==> config.mk <==
export PLATFORM = sky130hd
export DESIGN_NAME = lower_order_connection_matrix
export DESIGN_NICKNAME = d
export VERILOG_FILES = /design/src/common/locm_pkg.sv /design/src/verilog/lower_order_connection_matrix.sv /design/src/verilog/byte_fifo.sv /design/src/verilog/unequipped_vc_generator.sv
export VERILOG_INCLUDE_DIRS = /design/src /design/src/common
export SDC_FILE = /design/constraint.sdc
export NUM_CORES = 1
export LEC_CHECK = 0
export BUFFER_PORTS_ARGS = -buffer_cell sky130_fd_sc_hd__clkbuf_2
export CAP_MARGIN = 20
export CORE_UTILIZATION = 59
export DETAILED_ROUTE_END_ITERATION = 8
export GPL_TIMING_DRIVEN = 0
export PLACE_DENSITY = 0.78
export SLEW_MARGIN = 20
export SYNTH_ARGS = -nofsm -noshare
export SYNTH_HDL_FRONTEND = slang
export SYNTH_HIERARCHICAL = 1
export SYNTH_SLANG_ARGS = --single-unit
==> constraint.sdc <==
create_clock -name clk_sys_i -period 11 [get_ports clk_sys_i]
set_input_delay 0.55 -clock clk_sys_i [delete_from_list [all_inputs] [get_ports clk_sys_i]]
set_output_delay 0.55 -clock clk_sys_i [all_outputs]
set_load 0.05 [all_outputs]
==> src/common/locm_cfg.svh <==
// Offsets, field positions, reset values and timing counts of the matrix.
// Assumes inclusion by bare name from design and bench files.
`ifndef LOCM_CFG_SVH
`define LOCM_CFG_SVH

// ****
// Register offsets
// ****
`define A_MAP 8'h00
`define A_DIR 8'h04
`define A_GRP 8'h08
`define A_HO 8'h0C
`define A_WTR 8'h10
`define A_CMD 8'h14
`define A_STAT 8'h18

// ****
// Field positions
// ****
`define M_EN 2
`define G_EN 0
`define G_KIND 1
`define G_REV 3
`define G_WIN 4
`define G_PIN 6
`define G_NOUT 8
`define G_NIN 10
`define G_WOUT 12
`define G_POUT 14

// ****
// Reset values
// ****
`define MAP_RST 12'h000
`define DIR_RST 4'h0
`define GRP_RST 16'h0000
`define HO_RST 7'h00
`define WTR_RST 4'h5

// ****
// Frame and timing
// ****
`define FRAME_US 500
`define FRAME_BYTES 7'h68
`define UNEQ_BYTE 8'h00
`define CLK_HZ 20000000
`define TICK_MS 100
`define SWITCH_MS 50
`define HO_MAX 7'h64
`define WTR_MIN 4'h5
`define WTR_MAX 4'hC
`define TICKS_PER_MIN 14'h0258

`endif

==> src/common/locm_pkg.sv <==
// Types shared by the connection matrix files.
// Assumes nothing of its surroundings.
package locm_pkg;

    typedef enum logic [1:0] {
        SEL_WORK = 2'b00,
        SEL_PROT = 2'b01,
        SEL_WTR = 2'b10
    } sel_state_t;

    typedef enum logic [2:0] {
        clear_command = 3'b000,
        lockout_command = 3'b001,
        forced_switch_command_prot = 3'b010,
        forced_switch_command_work = 3'b011,
        manual_switch_command_prot = 3'b100,
        manual_switch_command_work = 3'b101
    } switch_cmd_t;

    typedef enum logic [1:0] {
        inherent_protection = 2'b00,
        non_intrusive_protection = 2'b01,
        sublayer_protection = 2'b10
    } protection_kind_t;

    typedef enum logic [1:0] {
        DEM_NONE = 2'b00,
        DEM_WORK = 2'b01,
        DEM_PROT = 2'b10
    } demand_t;

endpackage

==> src/verilog/lower_order_connection_matrix.sv <==
// Four-by-four VC-11 byte matrix with one 1+1 SNC protection group.
// Assumes pins asynchronous to clk_sys_i and a plain register port.
//
// Contract
// - Octet frames repeating every 500 us
// - 100 payload bytes plus V5 label
// - Unequipped N2 byte is all zero
// - One owner per timeslot, others refused; here a new map write replaces the owner and group legs override map entries
// - Make and remove connections on command
// - Connections carry kind, direction, point ids
// - Broadcast is many legs, one source
// - Hitless reconfiguration while no switch pending
// - Built-in unequipped VC-11 generator
// - Unconnected outputs get unequipped, SSF false
// - Bridge copies normal input to both
// - Selector picks working/protection within 50 ms
// - 1+1 unidirectional, no APS, SF/SD high
// - Hold-off 0 to 10 s, 100 ms steps
// - Revertive option, WTR 5 to 12 minutes
// - SF/SD source set by protection kind
// - Accepted commands depend on revert setting
//
// Design decisions made here: the register addresses and the plain strobed port.
`timescale 1ns/1ps
`default_nettype none
`include "locm_cfg.svh"
module lower_order_connection_matrix #(
    parameter int TICK_CYCLES = (`CLK_HZ / 1000) * `TICK_MS
) (
    input wire logic clk_sys_i,
    input wire logic rst_i,
    input wire logic [7:0] reg_addr_i,
    input wire logic [31:0] reg_wdata_i,
    input wire logic reg_wr_i,
    input wire logic reg_rd_i,
    output logic [31:0] reg_rdata_o,
    input wire logic timing_clock_in_i,
    input wire logic timing_frame_start_in_i,
    input wire logic [31:0] in_data_i,
    input wire logic [3:0] server_signal_fail_in_i,
    input wire logic [3:0] trail_signal_fail_in_i,
    input wire logic [3:0] trail_signal_degrade_in_i,
    output logic in_ready_o,
    input wire logic out_ready_i,
    output logic [31:0] out_data_o,
    output logic [3:0] out_fs_o,
    output logic [3:0] out_ssf_o,
    output logic out_strobe_o
);
    // ****************************************
    // Pin synchronisers
    // ****************************************
    localparam int PW = 46;
    logic [PW-1:0] pin_a;
    logic [PW-1:0] pin_b;
    logic ck_prev;
    wire [PW-1:0] pin_now = {timing_clock_in_i, timing_frame_start_in_i, in_data_i,
        server_signal_fail_in_i, trail_signal_fail_in_i, trail_signal_degrade_in_i};
    wire ck_s = pin_b[45];
    wire fs_s = pin_b[44];
    wire [31:0] data_s = pin_b[43:12];
    wire [3:0] ssf_s = pin_b[11:8];
    wire [3:0] tsf_s = pin_b[7:4];
    wire [3:0] tsd_s = pin_b[3:0];
    wire byte_edge = ck_s & ~ck_prev;

    always_ff @(posedge clk_sys_i or posedge rst_i)
    begin
        if (rst_i)
        begin
            pin_a <= '0;
            pin_b <= '0;
            ck_prev <= 1'b0;
        end
        else
        begin
            pin_a <= pin_now;
            pin_b <= pin_a;
            ck_prev <= ck_s;
        end
    end

    // ****************************************
    // Functions
    // ****************************************
    function automatic logic sf_of(input logic [1:0] kind, input logic ssf, input logic tsf);
        return (kind == locm_pkg::inherent_protection) ? ssf : tsf;
    endfunction

    function automatic logic sd_of(input logic [1:0] kind, input logic tsd);
        return (kind == locm_pkg::inherent_protection) ? 1'b0 : tsd;
    endfunction

    function automatic logic [6:0] ho_next(input logic raw, input logic [6:0] cnt,
        input logic tick, input logic [6:0] lim);
        if (!raw)
            return 7'h00;
        return (tick && cnt != lim) ? cnt + 7'h01 : cnt;
    endfunction

    function automatic logic cmd_ok(input logic [2:0] cmd, input logic revert);
        if (!revert)
            return cmd <= locm_pkg::manual_switch_command_work;
        return cmd == locm_pkg::clear_command || cmd == locm_pkg::lockout_command ||
            cmd == locm_pkg::forced_switch_command_prot ||
            cmd == locm_pkg::manual_switch_command_prot;
    endfunction

    // ****************************************
    // Registers
    // ****************************************
    logic [11:0] conn_map;
    logic [3:0] conn_dir;
    logic [15:0] grp;
    logic [6:0] ho_period;
    logic [3:0] wtr_period;
    locm_pkg::switch_cmd_t cmd;
    logic [11:0] map_live;
    logic [15:0] grp_live;
    locm_pkg::sel_state_t state;
    locm_pkg::sel_state_t next_state;

    wire wr_map = reg_wr_i && reg_addr_i == `A_MAP;
    wire wr_dir = reg_wr_i && reg_addr_i == `A_DIR;
    wire wr_grp = reg_wr_i && reg_addr_i == `A_GRP;
    wire wr_ho = reg_wr_i && reg_addr_i == `A_HO;
    wire wr_wtr = reg_wr_i && reg_addr_i == `A_WTR;
    wire wr_cmd = reg_wr_i && reg_addr_i == `A_CMD;
    wire [6:0] ho_clamp = (reg_wdata_i[6:0] > `HO_MAX) ? `HO_MAX : reg_wdata_i[6:0];
    wire [3:0] wtr_clamp = (reg_wdata_i[3:0] < `WTR_MIN) ? `WTR_MIN :
        (reg_wdata_i[3:0] > `WTR_MAX) ? `WTR_MAX : reg_wdata_i[3:0];
    wire cmd_take = wr_cmd && cmd_ok(reg_wdata_i[2:0], grp_live[`G_REV]);

    always_ff @(posedge clk_sys_i or posedge rst_i)
    begin
        if (rst_i)
        begin
            conn_map <= `MAP_RST;
            conn_dir <= `DIR_RST;
            grp <= `GRP_RST;
            ho_period <= `HO_RST;
            wtr_period <= `WTR_RST;
            cmd <= locm_pkg::clear_command;
        end
        else
        begin
            if (wr_map)
                conn_map <= reg_wdata_i[11:0];
            if (wr_dir)
                conn_dir <= reg_wdata_i[3:0];
            if (wr_grp)
                grp <= reg_wdata_i[15:0];
            if (wr_ho)
                ho_period <= ho_clamp;
            if (wr_wtr)
                wtr_period <= wtr_clamp;
            if (cmd_take)
                cmd <= locm_pkg::switch_cmd_t'(reg_wdata_i[2:0]);
        end
    end

    // ****************************************
    // Condition detection
    // ****************************************
    logic [21:0] tick_cnt;
    logic [6:0] ho_w;
    logic [6:0] ho_p;
    logic [13:0] wtr_cnt;
    wire g_en = grp_live[`G_EN];
    wire [1:0] kind = grp_live[`G_KIND +: 2];
    wire revert = grp_live[`G_REV];
    wire [1:0] w_in = grp_live[`G_WIN +: 2];
    wire [1:0] p_in = grp_live[`G_PIN +: 2];
    wire tick = (tick_cnt == 22'(TICK_CYCLES - 1));
    wire raw_sf_w = sf_of(kind, ssf_s[w_in], tsf_s[w_in]);
    wire raw_sf_p = sf_of(kind, ssf_s[p_in], tsf_s[p_in]);
    wire raw_sd_w = sd_of(kind, tsd_s[w_in]);
    wire raw_sd_p = sd_of(kind, tsd_s[p_in]);
    wire raw_w = raw_sf_w | raw_sd_w;
    wire raw_p = raw_sf_p | raw_sd_p;
    wire held_w = raw_w && (ho_w == ho_period);
    wire held_p = raw_p && (ho_p == ho_period);
    wire sf_w = raw_sf_w & held_w;
    wire sf_p = raw_sf_p & held_p;
    wire sd_w = raw_sd_w & held_w;
    wire sd_p = raw_sd_p & held_p;
    wire [13:0] wtr_ticks = 14'(wtr_period) * `TICKS_PER_MIN;
    wire wtr_done = (wtr_cnt == wtr_ticks);
    wire busy = (state == locm_pkg::SEL_WTR) | (raw_w & ~held_w) | (raw_p & ~held_p);

    always_ff @(posedge clk_sys_i or posedge rst_i)
    begin
        if (rst_i)
        begin
            tick_cnt <= '0;
            ho_w <= 7'h00;
            ho_p <= 7'h00;
            wtr_cnt <= '0;
        end
        else
        begin
            tick_cnt <= tick ? '0 : tick_cnt + 22'h000001;
            ho_w <= ho_next(raw_w, ho_w, tick, ho_period);
            ho_p <= ho_next(raw_p, ho_p, tick, ho_period);
            // Any working defect restarts the wait
            if (state != locm_pkg::SEL_WTR || raw_w)
                wtr_cnt <= '0;
            else if (tick && !wtr_done)
                wtr_cnt <= wtr_cnt + 14'h0001;
        end
    end

    // ****************************************
    // Selector
    // ****************************************
    // Lockout and protection fail outrank forced; fail and degrade outrank manual
    wire locm_pkg::demand_t demand =
        (cmd == locm_pkg::lockout_command || sf_p) ? locm_pkg::DEM_WORK :
        (cmd == locm_pkg::forced_switch_command_prot) ? locm_pkg::DEM_PROT :
        (cmd == locm_pkg::forced_switch_command_work) ? locm_pkg::DEM_WORK :
        sf_w ? locm_pkg::DEM_PROT :
        (sd_w && !sd_p) ? locm_pkg::DEM_PROT :
        (sd_p && !sd_w) ? locm_pkg::DEM_WORK :
        (cmd == locm_pkg::manual_switch_command_prot) ? locm_pkg::DEM_PROT :
        (cmd == locm_pkg::manual_switch_command_work) ? locm_pkg::DEM_WORK :
        locm_pkg::DEM_NONE;

    always_comb
    begin
        next_state = state;
        case (state)
            locm_pkg::SEL_WORK:
            begin
                if (demand == locm_pkg::DEM_PROT)
                    next_state = locm_pkg::SEL_PROT;
            end
            locm_pkg::SEL_PROT:
            begin
                if (demand == locm_pkg::DEM_WORK)
                    next_state = locm_pkg::SEL_WORK;
                else if (demand == locm_pkg::DEM_NONE && revert)
                    next_state = locm_pkg::SEL_WTR;
            end
            locm_pkg::SEL_WTR:
            begin
                if (demand == locm_pkg::DEM_PROT)
                    next_state = locm_pkg::SEL_PROT;
                else if (demand == locm_pkg::DEM_WORK || (revert && wtr_done))
                    next_state = locm_pkg::SEL_WORK;
                else if (!revert)
                    next_state = locm_pkg::SEL_PROT;
            end
            default:
                next_state = locm_pkg::SEL_WORK;
        endcase
        if (!g_en)
            next_state = locm_pkg::SEL_WORK;
    end

    always_ff @(posedge clk_sys_i or posedge rst_i)
    begin
        if (rst_i)
            state <= locm_pkg::SEL_WORK;
        else
            state <= next_state;
    end

    // ****************************************
    // Data path
    // ****************************************
    logic [36:0] fifo_out;
    logic fifo_valid;
    logic fifo_in_ready;
    logic [3:0] fifo_level;
    logic gen_fs;
    logic [7:0] gen_data;
    wire pop = fifo_valid & out_ready_i;
    wire pop_fs = fifo_out[36];
    wire [3:0] pop_ssf = fifo_out[35:32];
    wire [31:0] pop_data = fifo_out[31:0];

    byte_fifo #(
        .WIDTH(37),
        .DEPTH(8)
    ) u_fifo (
        .clk_sys_i(clk_sys_i),
        .rst_i(rst_i),
        .in_valid_i(byte_edge),
        .in_ready_o(fifo_in_ready),
        .in_data_i({fs_s, ssf_s, data_s}),
        .out_valid_o(fifo_valid),
        .out_ready_i(out_ready_i),
        .out_data_o(fifo_out),
        .level_o(fifo_level)
    );

    unequipped_vc_generator u_gen (
        .clk_sys_i(clk_sys_i),
        .rst_i(rst_i),
        .strobe_i(pop),
        .frame_start_i(pop_fs),
        .fs_o(gen_fs),
        .data_o(gen_data)
    );

    logic [31:0] next_data;
    logic [3:0] next_fs;
    logic [3:0] next_ssf;

    for (genvar o = 0; o < 4; o++)
    begin : g_out
        wire is_norm = g_en && grp_live[`G_NOUT +: 2] == 2'(o);
        wire is_bridge = g_en && (grp_live[`G_WOUT +: 2] == 2'(o) ||
            grp_live[`G_POUT +: 2] == 2'(o));
        // Exactly one source index per output, so no timeslot has two owners
        wire [1:0] src = is_norm ? ((state == locm_pkg::SEL_PROT) ? p_in : w_in) :
            is_bridge ? grp_live[`G_NIN +: 2] : map_live[o*3 +: 2];
        wire conn = is_norm | is_bridge | map_live[o*3 + `M_EN];
        assign next_data[o*8 +: 8] = conn ? pop_data[src*8 +: 8] : gen_data;
        assign next_fs[o] = conn ? pop_fs : gen_fs;
        assign next_ssf[o] = conn & pop_ssf[src];
    end

    always_ff @(posedge clk_sys_i or posedge rst_i)
    begin
        if (rst_i)
        begin
            map_live <= `MAP_RST;
            grp_live <= `GRP_RST;
            out_data_o <= '0;
            out_fs_o <= 4'h0;
            out_ssf_o <= 4'h0;
            out_strobe_o <= 1'b0;
            in_ready_o <= 1'b0;
        end
        else
        begin
            in_ready_o <= fifo_in_ready;
            out_strobe_o <= pop;
            // New settings are taken at a frame-start byte; that byte still leaves on the old ones, the next byte on the new
            if (pop && pop_fs && !busy)
            begin
                map_live <= conn_map;
                grp_live <= grp;
            end
            if (pop)
            begin
                out_data_o <= next_data;
                out_fs_o <= next_fs;
                out_ssf_o <= next_ssf;
            end
        end
    end

    // ****************************************
    // Register read
    // ****************************************
    wire [31:0] stat = {20'h00000, fifo_level, busy, held_p, held_w, cmd, state};
    wire [31:0] rd_mux =
        (reg_addr_i == `A_MAP) ? {20'h00000, conn_map} :
        (reg_addr_i == `A_DIR) ? {28'h0000000, conn_dir} :
        (reg_addr_i == `A_GRP) ? {16'h0000, grp} :
        (reg_addr_i == `A_HO) ? {25'h0000000, ho_period} :
        (reg_addr_i == `A_WTR) ? {28'h0000000, wtr_period} :
        (reg_addr_i == `A_CMD) ? {29'h00000000, cmd} :
        (reg_addr_i == `A_STAT) ? stat : 32'h00000000;

    always_ff @(posedge clk_sys_i or posedge rst_i)
    begin
        if (rst_i)
            reg_rdata_o <= 32'h00000000;
        else
            reg_rdata_o <= reg_rd_i ? rd_mux : 32'h00000000;
    end
endmodule
`default_nettype wire

==> src/verilog/byte_fifo.sv <==
// Flip-flop FIFO with valid and ready on both sides.
// Assumes one clock and an asynchronous active-high reset.
`timescale 1ns/1ps
`default_nettype none
module byte_fifo #(
    parameter int WIDTH = 37,
    parameter int DEPTH = 8
) (
    input wire logic clk_sys_i,
    input wire logic rst_i,
    input wire logic in_valid_i,
    output logic in_ready_o,
    input wire logic [WIDTH-1:0] in_data_i,
    output logic out_valid_o,
    input wire logic out_ready_i,
    output logic [WIDTH-1:0] out_data_o,
    output logic [$clog2(DEPTH):0] level_o
);
    localparam int AW = $clog2(DEPTH);

    logic [WIDTH-1:0] mem [DEPTH];
    logic [AW-1:0] wr_ptr;
    logic [AW-1:0] rd_ptr;
    logic [AW:0] count;

    wire push = in_valid_i & in_ready_o;
    wire pop = out_valid_o & out_ready_i;

    assign in_ready_o = (count != (AW+1)'(DEPTH));
    assign out_valid_o = (count != '0);
    assign out_data_o = mem[rd_ptr];
    assign level_o = count;

    always_ff @(posedge clk_sys_i or posedge rst_i)
    begin
        if (rst_i)
        begin
            wr_ptr <= '0;
            rd_ptr <= '0;
            count <= '0;
        end
        else
        begin
            if (push)
                wr_ptr <= (wr_ptr == AW'(DEPTH - 1)) ? '0 : wr_ptr + 1'b1;
            if (pop)
                rd_ptr <= (rd_ptr == AW'(DEPTH - 1)) ? '0 : rd_ptr + 1'b1;
            count <= count + (AW+1)'(push) - (AW+1)'(pop);
        end
    end

    always_ff @(posedge clk_sys_i)
    begin
        if (push)
            mem[wr_ptr] <= in_data_i;
    end
endmodule
`default_nettype wire

==> src/verilog/unequipped_vc_generator.sv <==
// Source of the unequipped VC-11: all-zero bytes with its own frame count.
// Assumes strobe_i marks each outgoing byte; frame_start_i realigns it.
`timescale 1ns/1ps
`default_nettype none
module unequipped_vc_generator (
    input wire logic clk_sys_i,
    input wire logic rst_i,
    input wire logic strobe_i,
    input wire logic frame_start_i,
    output logic fs_o,
    output logic [7:0] data_o
);
    logic [6:0] idx;

    // Keeps a valid frame start even when the timing input goes quiet
    assign fs_o = frame_start_i | (idx == 7'h00);
    // Label, V5 bit 4 and N2 all stay zero
    assign data_o = `UNEQ_BYTE;

    always_ff @(posedge clk_sys_i or posedge rst_i)
    begin
        if (rst_i)
            idx <= 7'h00;
        else if (strobe_i)
        begin
            if (frame_start_i)
                idx <= 7'h01;
            else
                idx <= (idx == `FRAME_BYTES - 7'h01) ? 7'h00 : idx + 7'h01;
        end
    end
endmodule
`default_nettype wire

After elaboration in Yosys (flattened, before gate mapping)
Memory sizes are Yosys's and may differ from the RTL's. Cells that the tools add are included.

Register bits after elaboration: 294. Latch bits: 0. Memory bits (writable): 296. ROM bits: 0. Input port bits: 91. Output and inout port bits: 74. Word-level logic and storage cells: 257. Memories kept: 1.

Memory list: u_fifo.mem (depth 8, bits a word 37, rd ports 1, clocked after Yosys merged registers in 0, wr ports 1, line byte_fifo.sv:21) `logic [WIDTH-1:0] mem [DEPTH];`.

Add/sub/neg operators: 9. $mul: 1. Div/mod/pow operators: 0. Order comparisons: 10. Eq/ne operators: 43. Shift-type cells: 4. Mux-type cells: 82. Bitwise logic cells: 29. Reductions and logical operators: 52.

Operators by type and width (number): 32-bit by 6-bit indexed part select with 8-bit output (4); 16-bit two-way mux (4); 7-bit two-way mux (7); 12-bit two-way mux (4); 2-bit two-way mux (23); 8-bit two-way mux (4); 14-bit two-way mux (2); 1-bit logical AND (26); 8-bit by 5-bit equality test with 1-bit output (second input constant) (3); 22-bit by 1-bit adder with 22-bit output (second input constant) (1); 22-bit by 21-bit equality test with 1-bit output (second input constant) (1); 1-bit two-way mux (22); 22-bit two-way mux (1); 7-bit by 1-bit adder with 7-bit output (second input constant) (3); 1-bit binary-select mux with 2-bit select (10); 2-bit by 3-bit less-than comparator with 1-bit output (second input constant) (6); 2-bit equality test (second input constant) (8); 8-bit by 4-bit equality test with 1-bit output (second input constant) (2); 3-bit equality test (second input constant) (5); 14-bit by 1-bit adder with 14-bit output (second input constant) (1); 14-bit equality test (1); 7-bit equality test (2); 7-bit != test (2); 1-bit bitwise AND (13); other kinds (32) (75).

Depth between registers and ports, before layout
Gate-level depths: netlist of run 1.

Word-level depth: 20. Mapped depth: 13. Mapped depth without buffers: 11.

Hierarchy
The synthesis of run 1 kept the hierarchy.

Modules (own cells, without submodules): lower_order_connection_matrix (times used 1, cells an instance 1079, area an instance 12799.8 µm², sequential area each 6934.2 µm²); byte_fifo (times used 1, cells an instance 485, area an instance 11946.5 µm², sequential area each 9138.8 µm²); unequipped_vc_generator (times used 1, cells an instance 59, area an instance 540.5 µm², sequential area each 175.2 µm²).

Worst setup path after synthesis of run 1
OpenSTA, ideal clock, no wires.

Path type: register to register. Start: register u_fifo.count[2], in the netlist u_fifo/level_o[2]. End: memory u_fifo.mem[0][0] (enable). Setup time: 0.524 ns. Arrival: 4.481 ns. Required time: 10.476 ns. Slack: 5.995 ns. Stages on the path, launching flop included: 6. Buffers on the path: 0. Clock period less this slack: 5.005 ns. Path through: dfrtp_1 > inv_1 > ha_1 > or3b_2 > nand2_1 > nor4_1.

Word-level cells in the longest chain between the ends: 4.

RTL lines: from (decl) (line byte_fifo.sv:24) `logic [AW:0] count;`; from (signal assigned) (line byte_fifo.sv:48) `count <= count + (AW+1)'(push) - (AW+1)'(pop);`; 4-bit != test (line byte_fifo.sv:29) `assign in_ready_o = (count != (AW+1)'(DEPTH));`; named net fifo_in_ready (line lower_order_connection_matrix.sv:273) `logic fifo_in_ready;`; 1-bit bitwise AND (line byte_fifo.sv:26) `wire push = in_valid_i & in_ready_o;`; 1-bit two-way mux (line byte_fifo.sv:54) `if (push)`; 1-bit two-way mux (implied by the code) (line byte_fifo.sv:55) `mem[wr_ptr] <= in_data_i;`; to (decl) (line byte_fifo.sv:21).

The timed path passes the listed nets, and every way through them passes these cells.

Worst setup path in the final report of run 1
Start: register wtr_period[2]. End: register wtr_cnt[5].

Word-level cells in the longest chain between the ends: 5.

RTL lines: from (decl) (line lower_order_connection_matrix.sv:116) `logic [3:0] wtr_period;`; from (signal assigned) (line lower_order_connection_matrix.sv:142) `` wtr_period <= `WTR_RST; ``; from (signal assigned) (line lower_order_connection_matrix.sv:156) `wtr_period <= wtr_clamp;`; 4-bit by 7-bit multiplier with 11-bit output (no line); 14-bit equality test (line lower_order_connection_matrix.sv:188) `wire wtr_done = (wtr_cnt == wtr_ticks);`; 1-bit logical NOT (line lower_order_connection_matrix.sv:208) `else if (tick && !wtr_done)`; 1-bit logical AND (line lower_order_connection_matrix.sv:208); 2-bit nonzero test (no line); to (signal assigned) (line lower_order_connection_matrix.sv:209) `wtr_cnt <= wtr_cnt + 14'h0001;`; to (decl) (line lower_order_connection_matrix.sv:168) `logic [13:0] wtr_cnt;`.

No other way between the ends. A chain may end at the register's enable or synchronous reset.

==> summary.md, run 1 <==
| Metric | Value |
|---|---|
| Post-CTS sizing | 0 |
| Worst path max stage delay | 670 ps |
| Layout cells sized above 1 | 0.270 |
| Pre-CTS setup slack | 6710 ps |
| Peak fanout along the critical path | 10 |
| Synthesized cell area | 0.0253 sq mm |
| DRC viols | 0 |
| Vias in the first global route | 15,684 |
| Die Ht | 209 um |
| Sw Share | 0.321 |
| Leading area contributor after synthesis | edfxtp_1 |
| Post-route setup slack | 6500 ps |
| Skew final | 47.0 ps |
| FP Rows | 75 |
| Clk slew on worst S/H paths | 60 ps |
| Largest family of logic cells by synthesized area | multiplexers |
| Clock sinks | 590 |
| Area grow syn2layout | 17.4% |
| RSZ-0062 raised after global routing | no |
| Crit path launch | wtr_period[2]$_DFFE_PP1P_ |
| Io pins | 165 |
| Final period util | 0.409 |
| Initial core utilization | 0.600 |
| Antenna Cells | 0 |
| Post-DRT Antenna Nets | 0 |
| Critical Path AT | 5020 ps |
| Post-synth EDFFs | 296 |
| Internal Dissipation | 4.81 mW |
| Starting DRT DRC Count | 1,483 |
| Top-count cell post-synth | edfxtp_1 |
| Sequential share of power | 0.381 |
| FILL cells | 2,637 |
| Fin. max-slew vios | 0 |
| HP Start | in_data_i[8] |
| Hold Path Stages | 1 |
| Combinational share of power | 0.303 |
| Setup CP Type | reg2reg |
| Fin crit period | 4500 ps |
| Worst Path Required | 11,520 ps |
| Clock Power Share | 0.317 |
| Vias | 15,359 |
| Routed wire length | 61.4 mm |
| Syn Area/Cell | 15.6 sq um |
| Post-synthesis mux area share | 0.172 |
| Critical path endpoint category | flip-flop |
| Final hold violations | 0 |
| Asr flop ratio synth | 0.498 |
| Xor and xnor area share after synthesis | 0.0190 |
| GRT Util Overall | 0.289 |
| CTS Root Cell | clkbuf_16 |
| Initial antenna violation count | 1 |
| CTS tree | built |
| Worst VDD drop | 0.149 mV |
| Max Fclk | 222 MHz |
| Clock Latency Late Sink | 650 ps |
| Drt wl/cell | 24.7 um |
| Full die area | 0.0437 sq mm |
| Hold WS | 27.1 ps |
| Outcome | complete, no violations |
| TritonCTS buffer count | 59 |
| Critical-path top delay cell | dfstp_2 |
| CP Launch Type | flip-flop |
| Yosys warnings | 6 |
| First-pass GRT wire length | 94.0 mm |
| Power per standard cell area | 239 mW/mm^2 |
| Setup TNS | 0 ps |
| Psw | 2.28 mW |
| Leakage | 11.9 nW |
| Max cap viols | 0 |
| Cell family with most CP delay | compound AO/OA/AOI/OAI gates |
| Hold Crit Class | in2reg |
| Adder-Cell Fraction of Synth Area | 0.0164 |
| Final setup vio count | 0 |
| Synth Register Bits | 590 |
| DRT Pass-1 Iters | 5 |
| Slew HR | 0.281 |
| WP depth | 12 |
| Synth Instances | 1,623 |
| Gpl congestion | 0.910 |
| WP buf/inv | 2 |
| Sequential area share after synthesis | 0.643 |
| Grt total ovfl | 0 |
| Synth cell types | 78 |
| DP Wirelength | 39.9 mm |
| Worst slew pin tran | 1080 ps |
| RR Startpoint | wtr_period[2]$_DFFE_PP1P_ |
| Vias per cell | 6.17 |
| Synth cell count leaders | 296 x edfxtp_1, 292 x dfrtp_1, 101 x mux2i_1 |
| Core area | 0.0421 sq mm |
| Register-to-Register Path Depth | 12 |
| H-tree depth | 2 |
| Die width | 209 um |
| Port buffer count | 128 |
| Top cells by area, synth | edfxtp_1 35%, dfrtp_1 29%, mux4_2 6.5% |
| Cells along the critical path | ha_1 > fa_1 > ha_1 > a211o_1 > a21o_1 > a211oi_1 > o21ai_0 > o31ai_1 > clkbuf_1 > buf_2 > o21ai_0 > a21oi_1 |
| Compound-Gate Fraction of Synth Area | 0.0602 |
| NumNets Final | 2,023 |
| Synth top area share | 0.352 |
| Area share of and/or/nand/nor cells after synthesis | 0.0622 |
| Main synth FF type | edfxtp_1 |
| Largest net degree at the start of global routing | 111 |
| CTS Buffer Depth | 3 |
power groups by stage:
stage               registers [mW]  logic, mW  clock network [mW]
finish                        2.70       2.15                2.25
global route                  2.72       2.26                2.35
CTS                           2.69       2.12                2.27
detailed placement            2.73       2.08                   0
global placement              2.73       1.99                   0
floorplan                     2.85       1.34                   0
state kept, by name (all words and copies together), names as in the netlist, 3 cells and up:
signal / count
ho_p: 7
reg_rdata_o: 16
wtr_cnt: 14
ho_period: 7
map_live: 12
u_fifo/rd_ptr: 3
grp_live: 16
out_ssf_o: 4
u_fifo/mem: 296
u_gen/idx: 7
u_fifo/wr_ptr: 3
tick_cnt: 22
pin_b: 46
u_fifo/level_o: 4
conn_dir: 4
conn_map: 12
out_fs_o: 4
cmd: 3
pin_a: 46
ho_w: 7
wtr_period: 4
grp: 16
out_data_o: 32
metal layers:
metal,wire (um),GRT usage,share of wire,up-vias
li1,-,-,-,6732
met1,24700,0.402,0.40,7803
met2,29300,0.452,0.48,706
met3,5530,0.0676,0.090,116
met4,1770,0.101,0.029,2
met5,5,0,0.000081,-
stage by stage:
step / utilization / cells / power, mW / cell area (sq um)
4_1_cts: 0.705 / 2489 / 7.08 / 29700
5_1_grt: 0.705 / 2489 / 7.33 / 29700
6_report: 0.705 / 2489 / 7.09 / 29700
2_1_floorplan: - / 1645 / 4.19 / 25400
3_5_place_dp: 0.645 / 2348 / 4.81 / 27200
3_3_place_gp: 0.633 / 2312 / 4.72 / 26700
logic make-up after synthesis:
family | after synthesis
AO/OA/AOI/OAI | 228
multiplexers | 292
other | 2
flip-flops | 590
XOR/XNOR | 55
adder cells (fa/ha/maj) | 32
AND/OR/NAND/NOR | 306
buffers and inverters | 118
path summary, 6_finish.rpt:
path                                            end  slack, ps
max                          wtr_cnt[5]$_DFFE_PP0P_       6500
min                             pin_a[20]$_DFF_PP0_         30
max reg2reg                  wtr_cnt[5]$_DFFE_PP0P_       6500
min reg2reg                     pin_b[43]$_DFF_PP0_        320
max in group asynchronous       ho_w[5]$_DFFE_PP0P_       8970
min in group asynchronous  u_gen/idx[0]$_DFFE_PP0P_        500
cell type report:
cell class	count	area (sq um)	share of cell area
timing repair buffer	194	1360	0.0458
inverter	30	120	0.00405
sequential	590	16200	0.547
multi-input combinational	937	8490	0.286
clock inverter	31	529	0.0178
tap	539	674	0.0227
clock buffer	80	1690	0.0568
buffer	88	581	0.0196
cell usage in the layout (no fill, tap or decap), types with 28 or more instances in the layout:
cell type	count
a21oi_1	28
a221oi_1	33
buf_4	42
clkbuf_1	41
clkbuf_16	60
clkbuf_2	128
dfrtp_1	292
dlygate4sd3_1	30
edfxtp_1	296
ha_1	30
inv_1	29
mux2_2	52
mux2_4	56
mux2i_1	98
mux4_2	73
nand2_1	76
nand3_1	31
nor2_1	63
o21ai_0	63
o22ai_1	39
xor2_1	42
timing repair:
| action | CTS | global route |
|---|---|---|
| endpoints found under the hold margin | 46 | 0 |
| setup buffers | 0 | 0 |
| hold buffers | 30 | 0 |
Power figures use the tool's default switching activity.
==> run 2: changes to the inputs <==
Clock period 11 ns to 4.3 ns, I/O delays scaled along.
==> run 2 against run 1 <==
  * Sequential power rose to 2.6 times the previous value
  * Critical path depth did not move
  * Global-route usage is 0.22 points lower
  * Total power grew to 2.5 times the previous value
  * Clock skew down 24 ps
  * First-iteration DRC count up 5.4%
  * Sequential share of layout area fell by 0.53 points
  * Worst hold slack better by 40 ps
  * Via count grew 1.9%
  * Register-to-register slack got worse by 6200 ps
  * Routed wire length increased by 0.31%
  * Fmax rose by 12%
  * Critical path type unchanged
==> summary.md, run 2 (synthesis gave the netlist of run 1 again) <==
| Metric | Value |
|---|---|
| Sw Share | 0.327 (was 0.321) |
| CTS Root Cell | clkbuf_16 (unchanged) |
| Commonest non-fill, non-tap cell in the layout | edfxtp_1 (unchanged) |
| Final cell count without fillers | 2,524 (was 2,489) |
| Antenna Cells | 0 (unchanged) |
| Drt wl/cell | 24.4 um (was 24.7 um) |
| Most frequent cells in the layout | 296 x edfxtp_1, 292 x dfrtp_1, 129 x clkbuf_2 (was 296 x edfxtp_1, 292 x dfrtp_1, 128 x clkbuf_2) |
| Setup CP Type | reg2reg (unchanged) |
| DRC viols | 0 (unchanged) |
| Crit path launch | wtr_period[2]$_DFFE_PP1P_ (unchanged) |
| CP Launch Type | flip-flop (unchanged) |
| Largest net degree at the start of global routing | 34 (was 111) |
| Leakage | 12.0 nW (was 11.9 nW) |
| Worst Path Required | 4790 ps (was 11,520 ps) |
| Combinational share of power | 0.313 (was 0.303) |
| Worst slew pin tran | 1050 ps (was 1080 ps) |
| Max reg flops | 296 (unchanged) |
| Critical path endpoint category | flip-flop (unchanged) |
| Worst path max stage delay | 690 ps (was 670 ps) |
| Hold Crit Class | in2reg (unchanged) |
| Critical Path AT | 4510 ps (was 5020 ps) |
| Clk slew on worst S/H paths | 60 ps (about the same) |
| Cells along the critical path | ha_1 > fa_1 > ha_1 > a211o_1 > a21o_1 > a211oi_1 > o21ai_0 > o31ai_2 > clkbuf_2 > buf_2 > mux2i_1 > nor2_1 (was ha_1 > fa_1 > ha_1 > a211o_1 > a21o_1 > a211oi_1 > o21ai_0 > o31ai_1 > clkbuf_1 > buf_2 > o21ai_0 > a21oi_1) |
| Grt total ovfl | 0 (unchanged) |
| Peak fanout along the critical path | 10 (unchanged) |
| Power per standard cell area | 595 mW/mm^2 (was 239 mW/mm^2) |
| Worst VDD drop | 0.366 mV (was 0.149 mV) |
| Top Registers | u_fifo/mem: 296 flops, pin_a: 46 flops, pin_b: 46 flops (unchanged) |
| Vias | 15,651 (was 15,359) |
| FP Rows | 75 (unchanged) |
| NumNets Final | 2,058 (was 2,023) |
| Layout cells sized above 1 | 0.265 (was 0.270) |
| Die width | 209 um (unchanged) |
| RR Startpoint | wtr_period[2]$_DFFE_PP1P_ (unchanged) |
| RSZ-0062 raised after global routing | no (unchanged) |
| Clock Latency Late Sink | 640 ps (was 650 ps) |
| Area grow syn2layout | 18.5% (was 17.4%) |
| Max cap viols | 0 (unchanged) |
| Port buffer count | 128 (unchanged) |
| H-tree depth | 2 (unchanged) |
| Psw | 5.83 mW (was 2.28 mW) |
| Gpl congestion | 0.898 (was 0.910) |
| Initial core utilization | 0.600 (unchanged) |
| Slew HR | 0.303 (was 0.281) |
| Skew final | 22.7 ps (was 47.0 ps) |
| FILL cells | 2,633 (was 2,637) |
| Io pins | 165 (unchanged) |
| Post-DRT Antenna Nets | 0 (unchanged) |
| First-pass GRT wire length | 93.5 mm (was 94.0 mm) |
| DP Wirelength | 40.5 mm (was 39.9 mm) |
| Sequential share of power | 0.387 (was 0.381) |
| Core area | 0.0421 sq mm (unchanged) |
| Register-to-Register Path Depth | 12 (unchanged) |
| CP most frequent cell | ha_1 |
| Full die area | 0.0437 sq mm (unchanged) |
| Area of the multi-input gates | 0.00850 sq mm (was 0.00849 sq mm) |
| Vias in the first global route | 15,873 (was 15,684) |
| Outcome | complete, no violations (unchanged) |
| Worst reg2reg endpoint | wtr_cnt[1]$_DFFE_PP0P_ (was wtr_cnt[5]$_DFFE_PP0P_) |
| Critical-path top delay cell | dfstp_2 (unchanged) |
| Starting DRT DRC Count | 1,563 (was 1,483) |
| Cells after DPL | 2,351 (was 2,348) |
| TritonCTS buffer count | 58 (was 59) |
| Internal Dissipation | 12.0 mW (was 4.81 mW) |
| Worst R2R Setup Slack | 280 ps (was 6500 ps) |
| CTS Buffer Depth | 3 (unchanged) |
| Die Ht | 209 um (unchanged) |
| CTS tree | built (unchanged) |
| Final period util | 0.935 (was 0.409) |
| Vias per cell | 6.20 (was 6.17) |
| Hold WS | 67.6 ps (was 27.1 ps) |
| Initial antenna violation count | 0 (was 1) |
| Setup crit end | wtr_cnt[1]$_DFFE_PP0P_ (was wtr_cnt[5]$_DFFE_PP0P_) |
| Final setup vio count | 0 (unchanged) |
| DRT Pass-1 Iters | 5 (unchanged) |
| Clock Power Share | 0.301 (was 0.317) |
| Sequential Area | 0.0162 sq mm (unchanged) |
| Most flops, register | u_fifo/mem (unchanged) |
| Clock sinks | 590 (unchanged) |
| Max Fclk | 249 MHz (was 222 MHz) |
| Fin. max-slew vios | 0 (unchanged) |
| Final hold violations | 0 (unchanged) |
| Fin crit period | 4020 ps (was 4500 ps) |
| Routed wire length | 61.6 mm (was 61.4 mm) |
| GRT Util Overall | 0.287 (was 0.289) |
==> run 2: metrics by stage <==
step | setup slack [ps] | util | setup TNS [ps] | cell area (sq um) | power (mW)
after floorplan | 271 | - | 0 | 25400 | 10.7
after global placement | -2390 | 0.634 | -751430 | 26700 | 12.1
after detailed placement | -43.6 | 0.648 | -43.6 | 27300 | 12.3
after CTS | 28.9 | 0.711 | 0 | 30000 | 17.8
after global routing | 90.8 | 0.711 | 0 | 30000 | 18.4
final | 279 | 0.711 | 0 | 30000 | 17.8
==> run 2: area by class of cell <==
class | count | share of cell area
clock buffers | 83 | 0.0562
clock inverters | 27 | 0.0121
well taps | 539 | 0.0225
flip-flops and latches | 590 | 0.542
plain buffers | 88 | 0.0194
repair buffers | 230 | 0.0602
multi-input cells | 937 | 0.284
inverters | 30 | 0.00388
==> run 2: worst min-delay path by stage <==
stage,start,slack (ps),depth (start not counted),end
finish,reg_wr_i,70,3,conn_map[10]$_DFFE_PP0P_
global route,reg_wdata_i[1],80,3,wtr_period[1]$_DFFE_PP0P_
CTS,reg_wr_i,40,3,conn_map[10]$_DFFE_PP0P_
detailed placement,rst_i,230,2,u_gen/idx[5]$_DFFE_PP0P_
global placement,rst_i,230,2,u_gen/idx[5]$_DFFE_PP0P_
floorplan,rst_i,20,1,u_gen/idx[0]$_DFFE_PP0P_
==> run 2: layer usage <==
| metal | global-route usage | vias to the layer above | wire length, um |
|---|---|---|---|
| met5 | 0 | - | 0 |
| met4 | 0.113 | 0 | 1850 |
| met3 | 0.0711 | 136 | 5170 |
| met2 | 0.459 | 713 | 29500 |
| met1 | 0.382 | 8008 | 25000 |
| li1 | - | 6794 | - |
==> run 2: power groups by stage <==
| stage | Clock (mW) | Combinational, mW | Sequential [mW] |
|---|---|---|---|
| floorplan | 0 | 3.44 | 7.28 |
| global placement | 0 | 5.08 | 6.98 |
| detailed placement | 0 | 5.36 | 6.99 |
| CTS | 5.44 | 5.49 | 6.89 |
| global route | 5.65 | 5.83 | 6.94 |
| finish | 5.37 | 5.58 | 6.90 |
==> run 2: critical path: cells and delay by family (launching register included) <==
kind	cells	cell delay [ps]
compound gates	5	1330
fa+ha+maj	3	1080
flops	1	690
mux	1	210
simple gates	1	60
buf+inv	2	510
==> run 2: timing repair <==
item	in CTS	in global routing
hold buffers	62	0
buffers inserted	0	1
gates resized for setup	1	2
pin swaps	0	1
endpoints found under the setup margin	8	11
hold endpoints to repair	117	0
